**src/rtl/dsm_pkg.sv**
```systemverilog
package dsm_pkg;
   // operating modes, gray coded along shutdown->standby->dp->d3
   typedef enum logic [2:0] {
      DSM_SHUTDOWN = 3'h0,
      DSM_STANDBY  = 3'h1,
      DSM_DP_ACT   = 3'h3,
      DSM_D3       = 3'h2,
      DSM_HDMI_ACT = 3'h6
   } dsm_mode_t;

   localparam int unsigned CLK_HZ          = 20_000_000;
   // least hot-plug low time in microseconds
   localparam int unsigned HPD_LOW_US      = 2000;
   localparam int unsigned HPD_LOW_CYC     =
      (HPD_LOW_US * (CLK_HZ / 1_000_000));
   localparam int unsigned CNT_W           = 20;

   // swing code for 600 mVpp
   localparam logic [1:0]  SWING_600MV     = 2'h1;
   localparam logic [1:0]  SWING_RST       = 2'h0;
   localparam logic [1:0]  PREEMPH_RST     = 2'h0;
   localparam logic [1:0]  EQ_RST          = 2'h0;

   // monitored aux command encodings
   localparam logic [2:0]  AUXC_NONE       = 3'h0;
   localparam logic [2:0]  AUXC_TRAIN_SET  = 3'h1;
   localparam logic [2:0]  AUXC_TRAIN_DONE = 3'h2;
   localparam logic [2:0]  AUXC_ENTER_D3   = 3'h3;
   localparam logic [2:0]  AUXC_EXIT_D3    = 3'h4;
   localparam logic [2:0]  AUXC_TRAIN_LOST = 3'h5;

   // adaptor id buffer
   localparam logic [7:0]  ADPT_WR_ADDR    = 8'h80;
   localparam logic [7:0]  ADPT_RD_ADDR    = 8'h81;
   localparam int unsigned ADPT_LEN        = 16;
   localparam logic [7:0]  ADPT_PAD        = 8'hff;
   localparam logic [4:0]  ADPT_SUB_RST    = 5'h00;
endpackage

```
**src/rtl/dsm_hpd_filter.sv**
```systemverilog
`timescale 1ns/100ps
`default_nettype none
// hot-plug qualifier: drops only after the full low time
module dsm_hpd_filter #(
   parameter int unsigned LOW_CYC = dsm_pkg::HPD_LOW_CYC
) (
   input  wire logic I_CLK,
   input  wire logic I_RESET,
   input  wire logic i_ce,
   input  wire logic i_clr,
   input  wire logic i_hpd,
   output logic      o_present
);
   logic [dsm_pkg::CNT_W-1:0] low_cnt_ff;

   always_ff @(posedge I_CLK) begin
      if (I_RESET || i_clr) begin
         low_cnt_ff <= '0;
         o_present  <= 1'b0;
      end else if (i_ce) begin
         if (i_hpd) begin
            low_cnt_ff <= '0;
            o_present  <= 1'b1;
         end else if (low_cnt_ff >= dsm_pkg::CNT_W'(LOW_CYC - 1)) begin
            o_present  <= 1'b0; // [RULE15]
         end else begin
            low_cnt_ff <= low_cnt_ff + 1'b1;
         end
      end
   end
endmodule
`default_nettype wire

```
**src/rtl/dsm_adaptor_id.sv**
```systemverilog
`timescale 1ns/100ps
`default_nettype none
// read-only adaptor id table; sub-address set by writes to 80h
module dsm_adaptor_id (
   input  wire logic       I_CLK,
   input  wire logic       I_RESET,
   input  wire logic       i_ce,
   input  wire logic       i_en,
   input  wire logic       i_wr,
   input  wire logic       i_rd,
   input  wire logic [7:0] i_dev_addr,
   input  wire logic [7:0] i_wdata,
   output logic [7:0]      o_rdata,
   output logic            o_rvalid
);
   logic [4:0] sub_ff;
   logic [7:0] rom_byte;

   always_comb begin
      case (sub_ff)
         5'h00: rom_byte = 8'h44;
         5'h01: rom_byte = 8'h50;
         5'h02: rom_byte = 8'h2d;
         5'h03: rom_byte = 8'h48;
         5'h04: rom_byte = 8'h44;
         5'h05: rom_byte = 8'h4d;
         5'h06: rom_byte = 8'h49;
         5'h07: rom_byte = 8'h20;
         5'h08: rom_byte = 8'h41;
         5'h09: rom_byte = 8'h44;
         5'h0a: rom_byte = 8'h41;
         5'h0b: rom_byte = 8'h50;
         5'h0c: rom_byte = 8'h54;
         5'h0d: rom_byte = 8'h4f;
         5'h0e: rom_byte = 8'h52;
         5'h0f: rom_byte = 8'h04;
         default: rom_byte = dsm_pkg::ADPT_PAD;
      endcase
   end

   always_ff @(posedge I_CLK) begin
      if (I_RESET || !i_en) begin
         sub_ff   <= dsm_pkg::ADPT_SUB_RST;
         o_rdata  <= 8'h00;
         o_rvalid <= 1'b0;
      end else if (i_ce) begin
         o_rvalid <= 1'b0;
         // writes only move the pointer
         if (i_wr && i_dev_addr == dsm_pkg::ADPT_WR_ADDR) begin
            sub_ff <= i_wdata[4:0]; // [RULE22]
         end else if (i_rd && i_dev_addr == dsm_pkg::ADPT_RD_ADDR) begin
            o_rdata  <= rom_byte; // [RULE22]
            o_rvalid <= 1'b1;
            if (sub_ff != 5'h1f) begin
               sub_ff <= sub_ff + 1'b1;
            end
         end
      end
   end
endmodule
`default_nettype wire

```
**src/rtl/dsm_mode_ctrl.sv**
```systemverilog
`timescale 1ns/100ps
`default_nettype none
// Overview of operation
// [RULE1] enable low forces shutdown, the lowest power mode
// [RULE2] shutdown still raises source hot-plug if either sink hot-plug high
// [RULE3] shutdown floats other outputs, ignores inputs, local i2c inactive; O_EQ still follows I_EQ_CTRL in shutdown
// [RULE4] shutdown returns i2c configuration and link settings to defaults
// [RULE5] standby disables main link outputs, local i2c stays active
// [RULE6] standby holds source hot-plug and cable-detect low for minimum time
// [RULE7] standby when no sink, or passed through on preference switch
// [RULE8] dp active selects dp sink; cable-detect picks tmds or dp signalling
// [RULE9] tmds sub-mode routes source ddc to sink aux; cable-detect out high
// [RULE10] tmds sub-mode swing defaults to 600 mVpp unless i2c overrides
// [RULE11] dp sub-mode routes source aux to sink aux; cable-detect out low
// [RULE12] aux monitor training enables outputs; i2c may disable and override
// [RULE13] aux monitor ignores all but training and d3 commands
// [RULE14] dp sub-mode conditioning from training, inputs and i2c settings
// [RULE15] dp active needs dp hot-plug; tolerates short low pulses
// [RULE16] both sinks present, preference low selects dp sink
// [RULE17] both sinks present, preference high selects hdmi sink
// [RULE18] d3 disables dp main link; i2c and aux monitor remain active
// [RULE19] d3 entered only from dp sub-mode after enter-d3 aux command
// [RULE20] hdmi active needs hdmi hot-plug; selects hdmi, enables its link
// [RULE21] hdmi active couples source ddc to sink ddc through i2c buffer
// [RULE22] hdmi active exposes read-only adaptor id at 80h write, 81h read
module dsm_mode_ctrl #(
   parameter int unsigned HPD_LOW_CYC = dsm_pkg::HPD_LOW_CYC
) (
   input  wire logic       I_CLK,
   input  wire logic       I_RESET,
   input  wire logic       I_CE,
   input  wire logic       I_CHIP_EN,
   input  wire logic       I_DP_SINK_HOTPLUG_IN,
   input  wire logic       I_HDMI_SINK_HOTPLUG_IN,
   input  wire logic       I_SINK_CABLE_DETECT_IN,
   input  wire logic       I_SINK_PREF,
   input  wire logic [1:0] I_EQ_CTRL,
   input  wire logic       I_CFG_WR,
   input  wire logic       I_CFG_TRAIN_DIS,
   input  wire logic       I_CFG_OVR_EN,
   input  wire logic [1:0] I_CFG_SWING,
   input  wire logic [1:0] I_CFG_PREEMPH,
   input  wire logic [1:0] I_CFG_EQ,
   input  wire logic       I_AUX_VALID,
   input  wire logic [2:0] I_AUX_CMD,
   input  wire logic [1:0] I_AUX_SWING,
   input  wire logic [1:0] I_AUX_PREEMPH,
   input  wire logic       I_DDC_WR,
   input  wire logic       I_DDC_RD,
   input  wire logic [7:0] I_DDC_DEV_ADDR,
   input  wire logic [7:0] I_DDC_WDATA,
   output logic [2:0]      O_MODE,
   output logic            O_SOURCE_HOTPLUG_OUT,
   output logic            O_SOURCE_CABLE_DETECT_OUT,
   output logic            O_SOURCE_CABLE_DETECT_OE,
   output logic            O_DP_LINK_EN,
   output logic            O_HDMI_LINK_EN,
   output logic            O_TMDS_SIGNALLING,
   output logic            O_SRC_DDC_TO_SINK_AUX,
   output logic            O_SRC_AUX_TO_SINK_AUX,
   output logic            O_DDC_BUFFER_EN,
   output logic            O_I2C_ACTIVE,
   output logic            O_AUX_MON_ACTIVE,
   output logic [1:0]      O_SWING,
   output logic [1:0]      O_PREEMPH,
   output logic [1:0]      O_EQ,
   output logic [7:0]      O_ADPT_RDATA,
   output logic            O_ADPT_RVALID
);
   dsm_pkg::dsm_mode_t mode_ff;
   dsm_pkg::dsm_mode_t nxt_mode;
   logic                      dp_present;
   logic                      hdmi_present;
   logic                      shut;
   logic [dsm_pkg::CNT_W-1:0] stby_cnt_ff;
   logic                      stby_done;
   logic                      want_dp;
   logic                      want_hdmi;
   logic                      sel_dp_ff;
   logic                      d3_req_ff;
   logic                      trained_ff;
   logic [1:0]                tr_swing_ff;
   logic [1:0]                tr_preemph_ff;
   logic                      cfg_train_dis_ff;
   logic                      cfg_ovr_ff;
   logic [1:0]                cfg_swing_ff;
   logic [1:0]                cfg_preemph_ff;
   logic [1:0]                cfg_eq_ff;
   logic                      aux_cmd_ok;
   logic                      dp_mode;
   logic [7:0]                adpt_rdata;
   logic                      adpt_rvalid;

   assign shut = !I_CHIP_EN; // [RULE1]
   assign dp_mode = (mode_ff == dsm_pkg::DSM_DP_ACT) ||
                    (mode_ff == dsm_pkg::DSM_D3);

   dsm_hpd_filter #(
      .LOW_CYC (HPD_LOW_CYC)
   ) u_dp_hpd (
      .I_CLK     (I_CLK),
      .I_RESET   (I_RESET),
      .i_ce      (I_CE),
      .i_clr     (shut),
      .i_hpd     (I_DP_SINK_HOTPLUG_IN),
      .o_present (dp_present)
   );

   dsm_hpd_filter #(
      .LOW_CYC (HPD_LOW_CYC)
   ) u_hdmi_hpd (
      .I_CLK     (I_CLK),
      .I_RESET   (I_RESET),
      .i_ce      (I_CE),
      .i_clr     (shut),
      .i_hpd     (I_HDMI_SINK_HOTPLUG_IN),
      .o_present (hdmi_present)
   );

   dsm_adaptor_id u_adpt (
      .I_CLK      (I_CLK),
      .I_RESET    (I_RESET),
      .i_ce       (I_CE),
      .i_en       (mode_ff == dsm_pkg::DSM_HDMI_ACT), // [RULE22]
      .i_wr       (I_DDC_WR),
      .i_rd       (I_DDC_RD),
      .i_dev_addr (I_DDC_DEV_ADDR),
      .i_wdata    (I_DDC_WDATA),
      .o_rdata    (adpt_rdata),
      .o_rvalid   (adpt_rvalid)
   );

   // preference only matters with both sinks present
   always_comb begin
      want_dp   = 1'b0;
      want_hdmi = 1'b0;
      if (dp_present && hdmi_present) begin
         want_dp   = !I_SINK_PREF; // [RULE16]
         want_hdmi = I_SINK_PREF; // [RULE17]
      end else begin
         want_dp   = dp_present; // [RULE15]
         want_hdmi = hdmi_present; // [RULE20]
      end
   end

   assign stby_done = (stby_cnt_ff >= dsm_pkg::CNT_W'(HPD_LOW_CYC - 1));

   always_comb begin
      nxt_mode = mode_ff;
      case (mode_ff)
         dsm_pkg::DSM_SHUTDOWN: begin
            nxt_mode = dsm_pkg::DSM_STANDBY;
         end
         dsm_pkg::DSM_STANDBY: begin
            // leave only after the full low pulse
            if (stby_done && want_dp) begin // [RULE6]
               nxt_mode = dsm_pkg::DSM_DP_ACT; // [RULE8]
            end else if (stby_done && want_hdmi) begin
               nxt_mode = dsm_pkg::DSM_HDMI_ACT; // [RULE20]
            end
         end
         dsm_pkg::DSM_DP_ACT: begin
            if (!want_dp) begin
               nxt_mode = dsm_pkg::DSM_STANDBY; // [RULE7]
            end else if (d3_req_ff && !I_SINK_CABLE_DETECT_IN) begin
               nxt_mode = dsm_pkg::DSM_D3; // [RULE19]
            end
         end
         dsm_pkg::DSM_D3: begin
            if (!want_dp) begin
               nxt_mode = dsm_pkg::DSM_STANDBY; // [RULE7]
            end else if (!d3_req_ff) begin
               nxt_mode = dsm_pkg::DSM_DP_ACT;
            end
         end
         dsm_pkg::DSM_HDMI_ACT: begin
            if (!want_hdmi) begin
               nxt_mode = dsm_pkg::DSM_STANDBY; // [RULE7]
            end
         end
         default: nxt_mode = dsm_pkg::DSM_SHUTDOWN;
      endcase
   end

   always_ff @(posedge I_CLK) begin
      if (I_RESET) begin
         mode_ff <= dsm_pkg::DSM_SHUTDOWN;
      end else if (I_CE) begin
         if (shut) begin
            mode_ff <= dsm_pkg::DSM_SHUTDOWN; // [RULE1]
         end else begin
            mode_ff <= nxt_mode;
         end
      end
   end

   // standby low-pulse counter
   always_ff @(posedge I_CLK) begin
      if (I_RESET) begin
         stby_cnt_ff <= '0;
      end else if (I_CE) begin
         if (shut || mode_ff != dsm_pkg::DSM_STANDBY) begin
            stby_cnt_ff <= '0;
         end else if (!stby_done) begin
            stby_cnt_ff <= stby_cnt_ff + 1'b1; // [RULE6]
         end
      end
   end

   always_ff @(posedge I_CLK) begin
      if (I_RESET) begin
         sel_dp_ff <= 1'b0;
      end else if (I_CE) begin
         sel_dp_ff <= (nxt_mode == dsm_pkg::DSM_DP_ACT) ||
                      (nxt_mode == dsm_pkg::DSM_D3);
      end
   end

   // local i2c config; cleared in shutdown
   always_ff @(posedge I_CLK) begin
      if (I_RESET || (I_CE && shut)) begin
         cfg_train_dis_ff <= 1'b0; // [RULE4]
         cfg_ovr_ff       <= 1'b0;
         cfg_swing_ff     <= dsm_pkg::SWING_RST;
         cfg_preemph_ff   <= dsm_pkg::PREEMPH_RST;
         cfg_eq_ff        <= dsm_pkg::EQ_RST;
      end else if (I_CE && I_CFG_WR) begin // [RULE3]
         cfg_train_dis_ff <= I_CFG_TRAIN_DIS;
         cfg_ovr_ff       <= I_CFG_OVR_EN;
         cfg_swing_ff     <= I_CFG_SWING;
         cfg_preemph_ff   <= I_CFG_PREEMPH;
         cfg_eq_ff        <= I_CFG_EQ;
      end
   end

   // aux monitor: training and d3 only
   always_comb begin
      case (I_AUX_CMD)
         dsm_pkg::AUXC_TRAIN_SET,
         dsm_pkg::AUXC_TRAIN_DONE,
         dsm_pkg::AUXC_TRAIN_LOST,
         dsm_pkg::AUXC_ENTER_D3,
         dsm_pkg::AUXC_EXIT_D3: aux_cmd_ok = 1'b1;
         default:               aux_cmd_ok = 1'b0; // [RULE13]
      endcase
   end

   always_ff @(posedge I_CLK) begin
      if (I_RESET || (I_CE && (shut || !dp_mode))) begin
         trained_ff    <= 1'b0; // [RULE4]
         tr_swing_ff   <= dsm_pkg::SWING_RST;
         tr_preemph_ff <= dsm_pkg::PREEMPH_RST;
         d3_req_ff     <= 1'b0;
      end else if (I_CE && I_AUX_VALID && aux_cmd_ok &&
                   !I_SINK_CABLE_DETECT_IN) begin // [RULE18]
         case (I_AUX_CMD)
            dsm_pkg::AUXC_TRAIN_SET: begin
               tr_swing_ff   <= I_AUX_SWING; // [RULE14]
               tr_preemph_ff <= I_AUX_PREEMPH;
            end
            dsm_pkg::AUXC_TRAIN_DONE: trained_ff <= 1'b1; // [RULE12]
            dsm_pkg::AUXC_TRAIN_LOST: trained_ff <= 1'b0;
            dsm_pkg::AUXC_ENTER_D3:   d3_req_ff  <= 1'b1; // [RULE19]
            dsm_pkg::AUXC_EXIT_D3:    d3_req_ff  <= 1'b0;
            default:                  d3_req_ff  <= d3_req_ff;
         endcase
      end
   end

   // registered pin controls
   always_ff @(posedge I_CLK) begin
      if (I_RESET) begin
         O_MODE                    <= 3'h0;
         O_SOURCE_HOTPLUG_OUT      <= 1'b0;
         O_SOURCE_CABLE_DETECT_OUT <= 1'b0;
         O_SOURCE_CABLE_DETECT_OE  <= 1'b0;
         O_DP_LINK_EN              <= 1'b0;
         O_HDMI_LINK_EN            <= 1'b0;
         O_TMDS_SIGNALLING         <= 1'b0;
         O_SRC_DDC_TO_SINK_AUX     <= 1'b0;
         O_SRC_AUX_TO_SINK_AUX     <= 1'b0;
         O_DDC_BUFFER_EN           <= 1'b0;
         O_I2C_ACTIVE              <= 1'b0;
         O_AUX_MON_ACTIVE          <= 1'b0;
      end else if (I_CE) begin
         O_MODE <= mode_ff;
         O_SOURCE_HOTPLUG_OUT      <= 1'b0;
         O_SOURCE_CABLE_DETECT_OUT <= 1'b0;
         O_SOURCE_CABLE_DETECT_OE  <= 1'b1;
         O_DP_LINK_EN              <= 1'b0; // [RULE5]
         O_HDMI_LINK_EN            <= 1'b0;
         O_TMDS_SIGNALLING         <= 1'b0;
         O_SRC_DDC_TO_SINK_AUX     <= 1'b0;
         O_SRC_AUX_TO_SINK_AUX     <= 1'b0;
         O_DDC_BUFFER_EN           <= 1'b0;
         O_I2C_ACTIVE              <= 1'b1;
         O_AUX_MON_ACTIVE          <= 1'b0;
         case (mode_ff)
            dsm_pkg::DSM_SHUTDOWN: begin
               O_SOURCE_HOTPLUG_OUT <= I_DP_SINK_HOTPLUG_IN ||
                                       I_HDMI_SINK_HOTPLUG_IN; // [RULE2]
               O_SOURCE_CABLE_DETECT_OE <= 1'b0; // [RULE3]
               O_I2C_ACTIVE             <= 1'b0;
            end
            dsm_pkg::DSM_DP_ACT: begin
               O_SOURCE_HOTPLUG_OUT <= 1'b1;
               O_AUX_MON_ACTIVE     <= !I_SINK_CABLE_DETECT_IN;
               if (I_SINK_CABLE_DETECT_IN) begin
                  O_TMDS_SIGNALLING         <= 1'b1; // [RULE8]
                  O_SRC_DDC_TO_SINK_AUX     <= 1'b1; // [RULE9]
                  O_SOURCE_CABLE_DETECT_OUT <= 1'b1;
                  O_DP_LINK_EN              <= 1'b1;
               end else begin
                  O_SRC_AUX_TO_SINK_AUX <= 1'b1; // [RULE11]
                  // local override bypasses training
                  O_DP_LINK_EN <= cfg_ovr_ff || // [RULE12]
                                  (trained_ff && !cfg_train_dis_ff);
               end
            end
            dsm_pkg::DSM_D3: begin
               O_SOURCE_HOTPLUG_OUT  <= 1'b1;
               O_SRC_AUX_TO_SINK_AUX <= 1'b1;
               O_AUX_MON_ACTIVE      <= 1'b1; // [RULE18]
            end
            dsm_pkg::DSM_HDMI_ACT: begin
               O_SOURCE_HOTPLUG_OUT <= 1'b1;
               O_SOURCE_CABLE_DETECT_OUT <= 1'b1;
               O_HDMI_LINK_EN       <= 1'b1; // [RULE20]
               O_TMDS_SIGNALLING    <= 1'b1;
               O_DDC_BUFFER_EN      <= 1'b1; // [RULE21]
            end
            default: begin
               O_SOURCE_HOTPLUG_OUT <= 1'b0; // [RULE6]
            end
         endcase
      end
   end

   // conditioning
   always_ff @(posedge I_CLK) begin
      if (I_RESET) begin
         O_SWING   <= dsm_pkg::SWING_RST;
         O_PREEMPH <= dsm_pkg::PREEMPH_RST;
         O_EQ      <= dsm_pkg::EQ_RST;
      end else if (I_CE) begin
         O_EQ <= cfg_ovr_ff ? cfg_eq_ff : I_EQ_CTRL; // [RULE10]
         if (cfg_ovr_ff) begin
            O_SWING   <= cfg_swing_ff;
            O_PREEMPH <= cfg_preemph_ff;
         end else if (dp_mode && !I_SINK_CABLE_DETECT_IN &&
                      !cfg_train_dis_ff) begin
            O_SWING   <= tr_swing_ff; // [RULE14]
            O_PREEMPH <= tr_preemph_ff;
         end else if (sel_dp_ff || mode_ff == dsm_pkg::DSM_HDMI_ACT) begin
            O_SWING   <= dsm_pkg::SWING_600MV; // [RULE10]
            O_PREEMPH <= dsm_pkg::PREEMPH_RST;
         end else begin
            O_SWING   <= dsm_pkg::SWING_RST;
            O_PREEMPH <= dsm_pkg::PREEMPH_RST;
         end
      end
   end

   always_ff @(posedge I_CLK) begin
      if (I_RESET) begin
         O_ADPT_RDATA  <= 8'h00;
         O_ADPT_RVALID <= 1'b0;
      end else if (I_CE) begin
         O_ADPT_RDATA  <= adpt_rdata;
         O_ADPT_RVALID <= adpt_rvalid;
      end
   end
endmodule
`default_nettype wire

```
**config.mk**
```make
export PLATFORM = sky130hd
export DESIGN_NAME = dsm_mode_ctrl
export DESIGN_NICKNAME = d
export VERILOG_FILES = /design/src/rtl/dsm_pkg.sv /design/src/rtl/dsm_hpd_filter.sv /design/src/rtl/dsm_adaptor_id.sv /design/src/rtl/dsm_mode_ctrl.sv
export SDC_FILE = /design/constraint.sdc
export NUM_CORES = 1
export LEC_CHECK = 0
export BUFFER_PORTS_ARGS = -buffer_cell sky130_fd_sc_hd__buf_4
export CAP_MARGIN = 0
export CELL_PAD_IN_SITES_DETAIL_PLACEMENT = 2
export CELL_PAD_IN_SITES_GLOBAL_PLACEMENT = 2
export CORE_MARGIN = 2
export CORE_UTILIZATION = 35
export CTS_BUF_LIST = sky130_fd_sc_hd__clkbuf_4 sky130_fd_sc_hd__clkbuf_8
export DETAILED_ROUTE_END_ITERATION = 6
export HOLD_SLACK_MARGIN = 0.03
export PLACE_DENSITY_LB_ADDON = 0.1
export SLEW_MARGIN = 20
export SYNTH_ARGS = -nofsm -noshare
export SYNTH_HDL_FRONTEND = slang
export SYNTH_SLANG_ARGS = --single-unit
```
**constraint.sdc**
```tcl
create_clock -name I_CLK -period 8.3 [get_ports I_CLK]
set_input_delay 1.66 -clock I_CLK [delete_from_list [all_inputs] [get_ports I_CLK]]
set_output_delay 1.66 -clock I_CLK [all_outputs]
set_load 0.02 [all_outputs]
```
==> results.py <==
metrics = {
    "status": {
        "status": "completed",
    },
    "cells_and_area": {
        "stdcell_count": 952,
        "multiInputGateArea_um2": 2970,
        "syn_to_final_growth_pct": 17.9,
        "final_nets": 778,
        "seq_area_um2": 2520,
        "final_area_um2": 6740,
        "drive_gt1_frac": 0.166,
        "antennaDiodeCount": 0,
        "fillers": 1806,
    },
    "worst_setup_path": {
        "critPathMaxFanout": 61,
        "critPathRequiredTime_ns": 8.68,
        "rrSetupSlack_ns": 5.06,
        "rr_startpoint": "u_adpt.sub_ff[0]$_SDFFE_PP0P_",
        "r2r_cells": 11,
        "arrival_ns": 4.68,
        "cp-end-kind": "flop",
        "cp-start-kind": "input pin",
        "crit_type": "in2reg",
    },
    "placement": {
        "io_buffers": 70,
        "gp_congestion": 0.763,
        "dp.cells": 920,
        "placedInstanceArea_um2": 6380,
        "hpwl_um": 11500,
    },
    "clocking": {
        "holdBufCountCts": 0,
        "cts_tree": "yes",
        "cts_setup_buffers": 0,
        "htree_levels": 4,
        "cts-resized-gates": 0,
        "cts_made_buffers": 17,
        "path_clk_slew_ns": 0.08,
        "cts_root_buf": "clkbuf_8",
        "cts_sinks": 126,
        "insertion_delay_ns": 0.45,
        "clockBufferDepth": 2,
    },
    "synthesis": {
        "synth-edff-count": 0,
        "synth_cell_types": 61,
        "syn_inst": 666,
        "ys_seq_area_frac": 0.441,
        "syn-num-nets": 721,
        "syn_area_um2": 5720,
        "avgSynthCellArea_um2": 8.59,
        "synth_top_area_frac": 0.441,
        "synth_ff_type": "dfxtp_1",
        "synth_most_common_cell": "dfxtp_1",
        "synth_top_cell_by_area": "dfxtp_1",
        "synth.area.top_cells": "dfxtp_1 (44%), nor2_1 (7.3%), mux2i_1 (4.7%)",
        "ys_top_cells_by_count": "dfxtp_1 (126), nor2_1 (111), nand2_1 (58)",
        "ys_ff_latch": 126,
        "async_reset_ff_frac": 0,
        "ys.warnings.count": 0,
    },
    "floorplan": {
        "initial_utilization": 0.359,
        "rows": 46,
        "ioPinCount": 74,
        "dieArea_um2": 17400,
        "fp.dieH_um": 132,
        "core_um2": 15900,
        "die_w_um": 132,
    },
    "drt": {
        "wl_per_cell_um": 17.1,
        "vias": 4971,
        "firstDrtPassIters": 4,
        "ant_nets": 0,
        "via_per_inst": 5.22,
        "wirelength_um": 16300,
        "first_iter_violations": 187,
        "drcViolationCount": 0,
    },
    "timing": {
        "period_share": 0.517,
        "period_needed_ns": 4.29,
        "rsz0062_at_grt": "no",
        "setup_viol": 0,
        "final_hold_viol_count": 0,
        "worst_slew_pin_slew_ns": 0.998,
        "tns_ns": 0,
        "slew_headroom": 0.331,
        "fmax_ghz": 0.233,
        "drv_slew": 0,
        "finClkSkew_ns": 0.0107,
    },
    "grt": {
        "grt_first_pass_wirelength_um": 27700,
        "grt_pass1_vias": 5537,
        "antenna_found_initial": 0,
        "track_usage": 0.196,
        "grt_overflow": 0,
        "grt_start_max_net_pins": 62,
    },
    "power": {
        "powerDensity_nw_per_um2": 175,
        "p_int_w": 0.000885,
        "p_comb_frac": 0.059,
        "seq_power_share": 0.521,
        "p_clk_frac": 0.420,
        "p_switching_w": 0.000296,
        "vdd_drop_max_v": 0.0000928,
        "netSwitchingFraction": 0.251,
        "leakage_nw": 2.57,
    },
    "worst_hold_path": {
        "min-delay-start": "cfg_preemph_ff[0]$_SDFFE_PP0P_",
        "whs_path_depth": 2,
        "hold_class": "reg2reg",
        "min_to": "cfg_preemph_ff[0]$_SDFFE_PP0P_",
    },
    "job": {
        "maxCapViolCount": 0,
    },
}
[power by group through the flow]
stage / registers (W) / clock network, W / logic (W)
floorplan: 0.000630 / 0 / 0.0000364
finish: 0.000616 / 0.000496 / 0.0000696
CTS: 0.000616 / 0.000515 / 0.0000711
global route: 0.000616 / 0.000540 / 0.0000770
detailed placement: 0.000630 / 0 / 0.0000706
global placement: 0.000629 / 0 / 0.0000685
[worst max-delay path, cell delays in order]
cell and delay (ns):
buf_4 0.57, inv_2 0.36, a2111o_1 0.63, o21ai_0 0.44, nand2_1 0.17, inv_1 0.15, ha_1 0.26, mux2_4 0.28
mux2i_1 0.13
[cell usage in the layout (no fill, tap or decap), drive strengths merged, types with 3 or more instances in the layout]
cell,synthesis,routed
buf,11,73
a31oi,4,4
nand2b,5,5
ha,10,10
mux2i,27,27
a21oi,50,50
o2111ai,5,5
nor3,11,11
nand2,58,58
nor4,7,7
xor2,24,24
dfxtp,126,126
nand4,12,12
and3,11,11
clkinvlp,0,3
or3,5,5
xnor2,14,14
and2,13,13
o21ai,25,25
nor2,111,111
o211ai,4,4
inv,19,19
clkinv,0,8
nand3,28,28
a311oi,3,3
or4,4,4
clkbuf,24,20
a221oi,3,3
and4,7,7
a211oi,12,12
[cell type report]
| class | instances | area share |
|---|---|---|
| Multi-Input combinational cell | 486 | 0.441 |
| Sequential cell | 126 | 0.374 |
| Timing Repair Buffer | 73 | 0.0813 |
| Tap cell | 216 | 0.0401 |
| Clock buffer | 20 | 0.0390 |
| Clock inverter | 12 | 0.0143 |
| Inverter | 19 | 0.0106 |
[through the flow]
step / total power, W / setup slack [ns] / utilization / hold slack (ns)
4_1_cts: 0.00120 / 3.99 / 0.423 / 0.467
2_1_floorplan: 0.000666 / 4.35 / - / 0.430
6_report: 0.00118 / 4.01 / 0.423 / 0.467
3_3_place_gp: 0.000698 / 3.60 / 0.400 / 0.445
5_1_grt: 0.00123 / 3.76 / 0.423 / 0.482
3_5_place_dp: 0.000700 / 3.51 / 0.400 / 0.454
[sequential cells by signal, indices dropped and copies added, names as in the netlist, 2 cells and up, named ones only]
| register | flops |
|---|---|
| u_hdmi_hpd.low_cnt_ff | 20 |
| cfg_swing_ff | 2 |
| u_adpt.sub_ff | 5 |
| O_SWING | 2 |
| mode_ff | 3 |
| tr_swing_ff | 2 |
| O_MODE | 3 |
| O_ADPT_RDATA | 8 |
| cfg_eq_ff | 2 |
| O_PREEMPH | 2 |
| O_EQ | 2 |
| tr_preemph_ff | 2 |
| u_adpt.o_rdata | 8 |
| cfg_preemph_ff | 2 |
| u_dp_hpd.low_cnt_ff | 20 |
| stby_cnt_ff | 20 |
[cells by family (layout without fill, tap and decap cells)]
group,count (synthesis),count (layout),synth area share
AOI/OAI and AO/OA,125,125,0.151
xor gates and xnor gates,38,38,0.0582
adders and majority gates,10,10,0.0219
buffers and inverters,54,124,0.0394
DFF,126,126,0.441
muxes,29,29,0.0525
and+or+nand+nor,284,284,0.236
[routing by layer]
metal	wire, µm	global-route usage	vias to the layer above	part of all wire
li1	-	-	2448	-
met1	7180	0.228	2448	0.44
met2	8420	0.352	56	0.52
met3	533	0.0523	19	0.033
met4	191	0.0574	0	0.012
met5	0	0	-	0
[worst max-delay path by stage]
stage	startpoint	endpoint	slack [ns]
6_report	I_CE	flop	4.01
5_1_grt	I_CE	flop	3.76
4_1_cts	I_CE	flop	3.99
3_5_place_dp	I_CE	flop	3.51
3_3_place_gp	I_CE	flop	3.60
2_1_floorplan	I_DDC_DEV_ADDR[1]	flop	4.35
No activity file was read; power rests on OpenSTA's default activity.
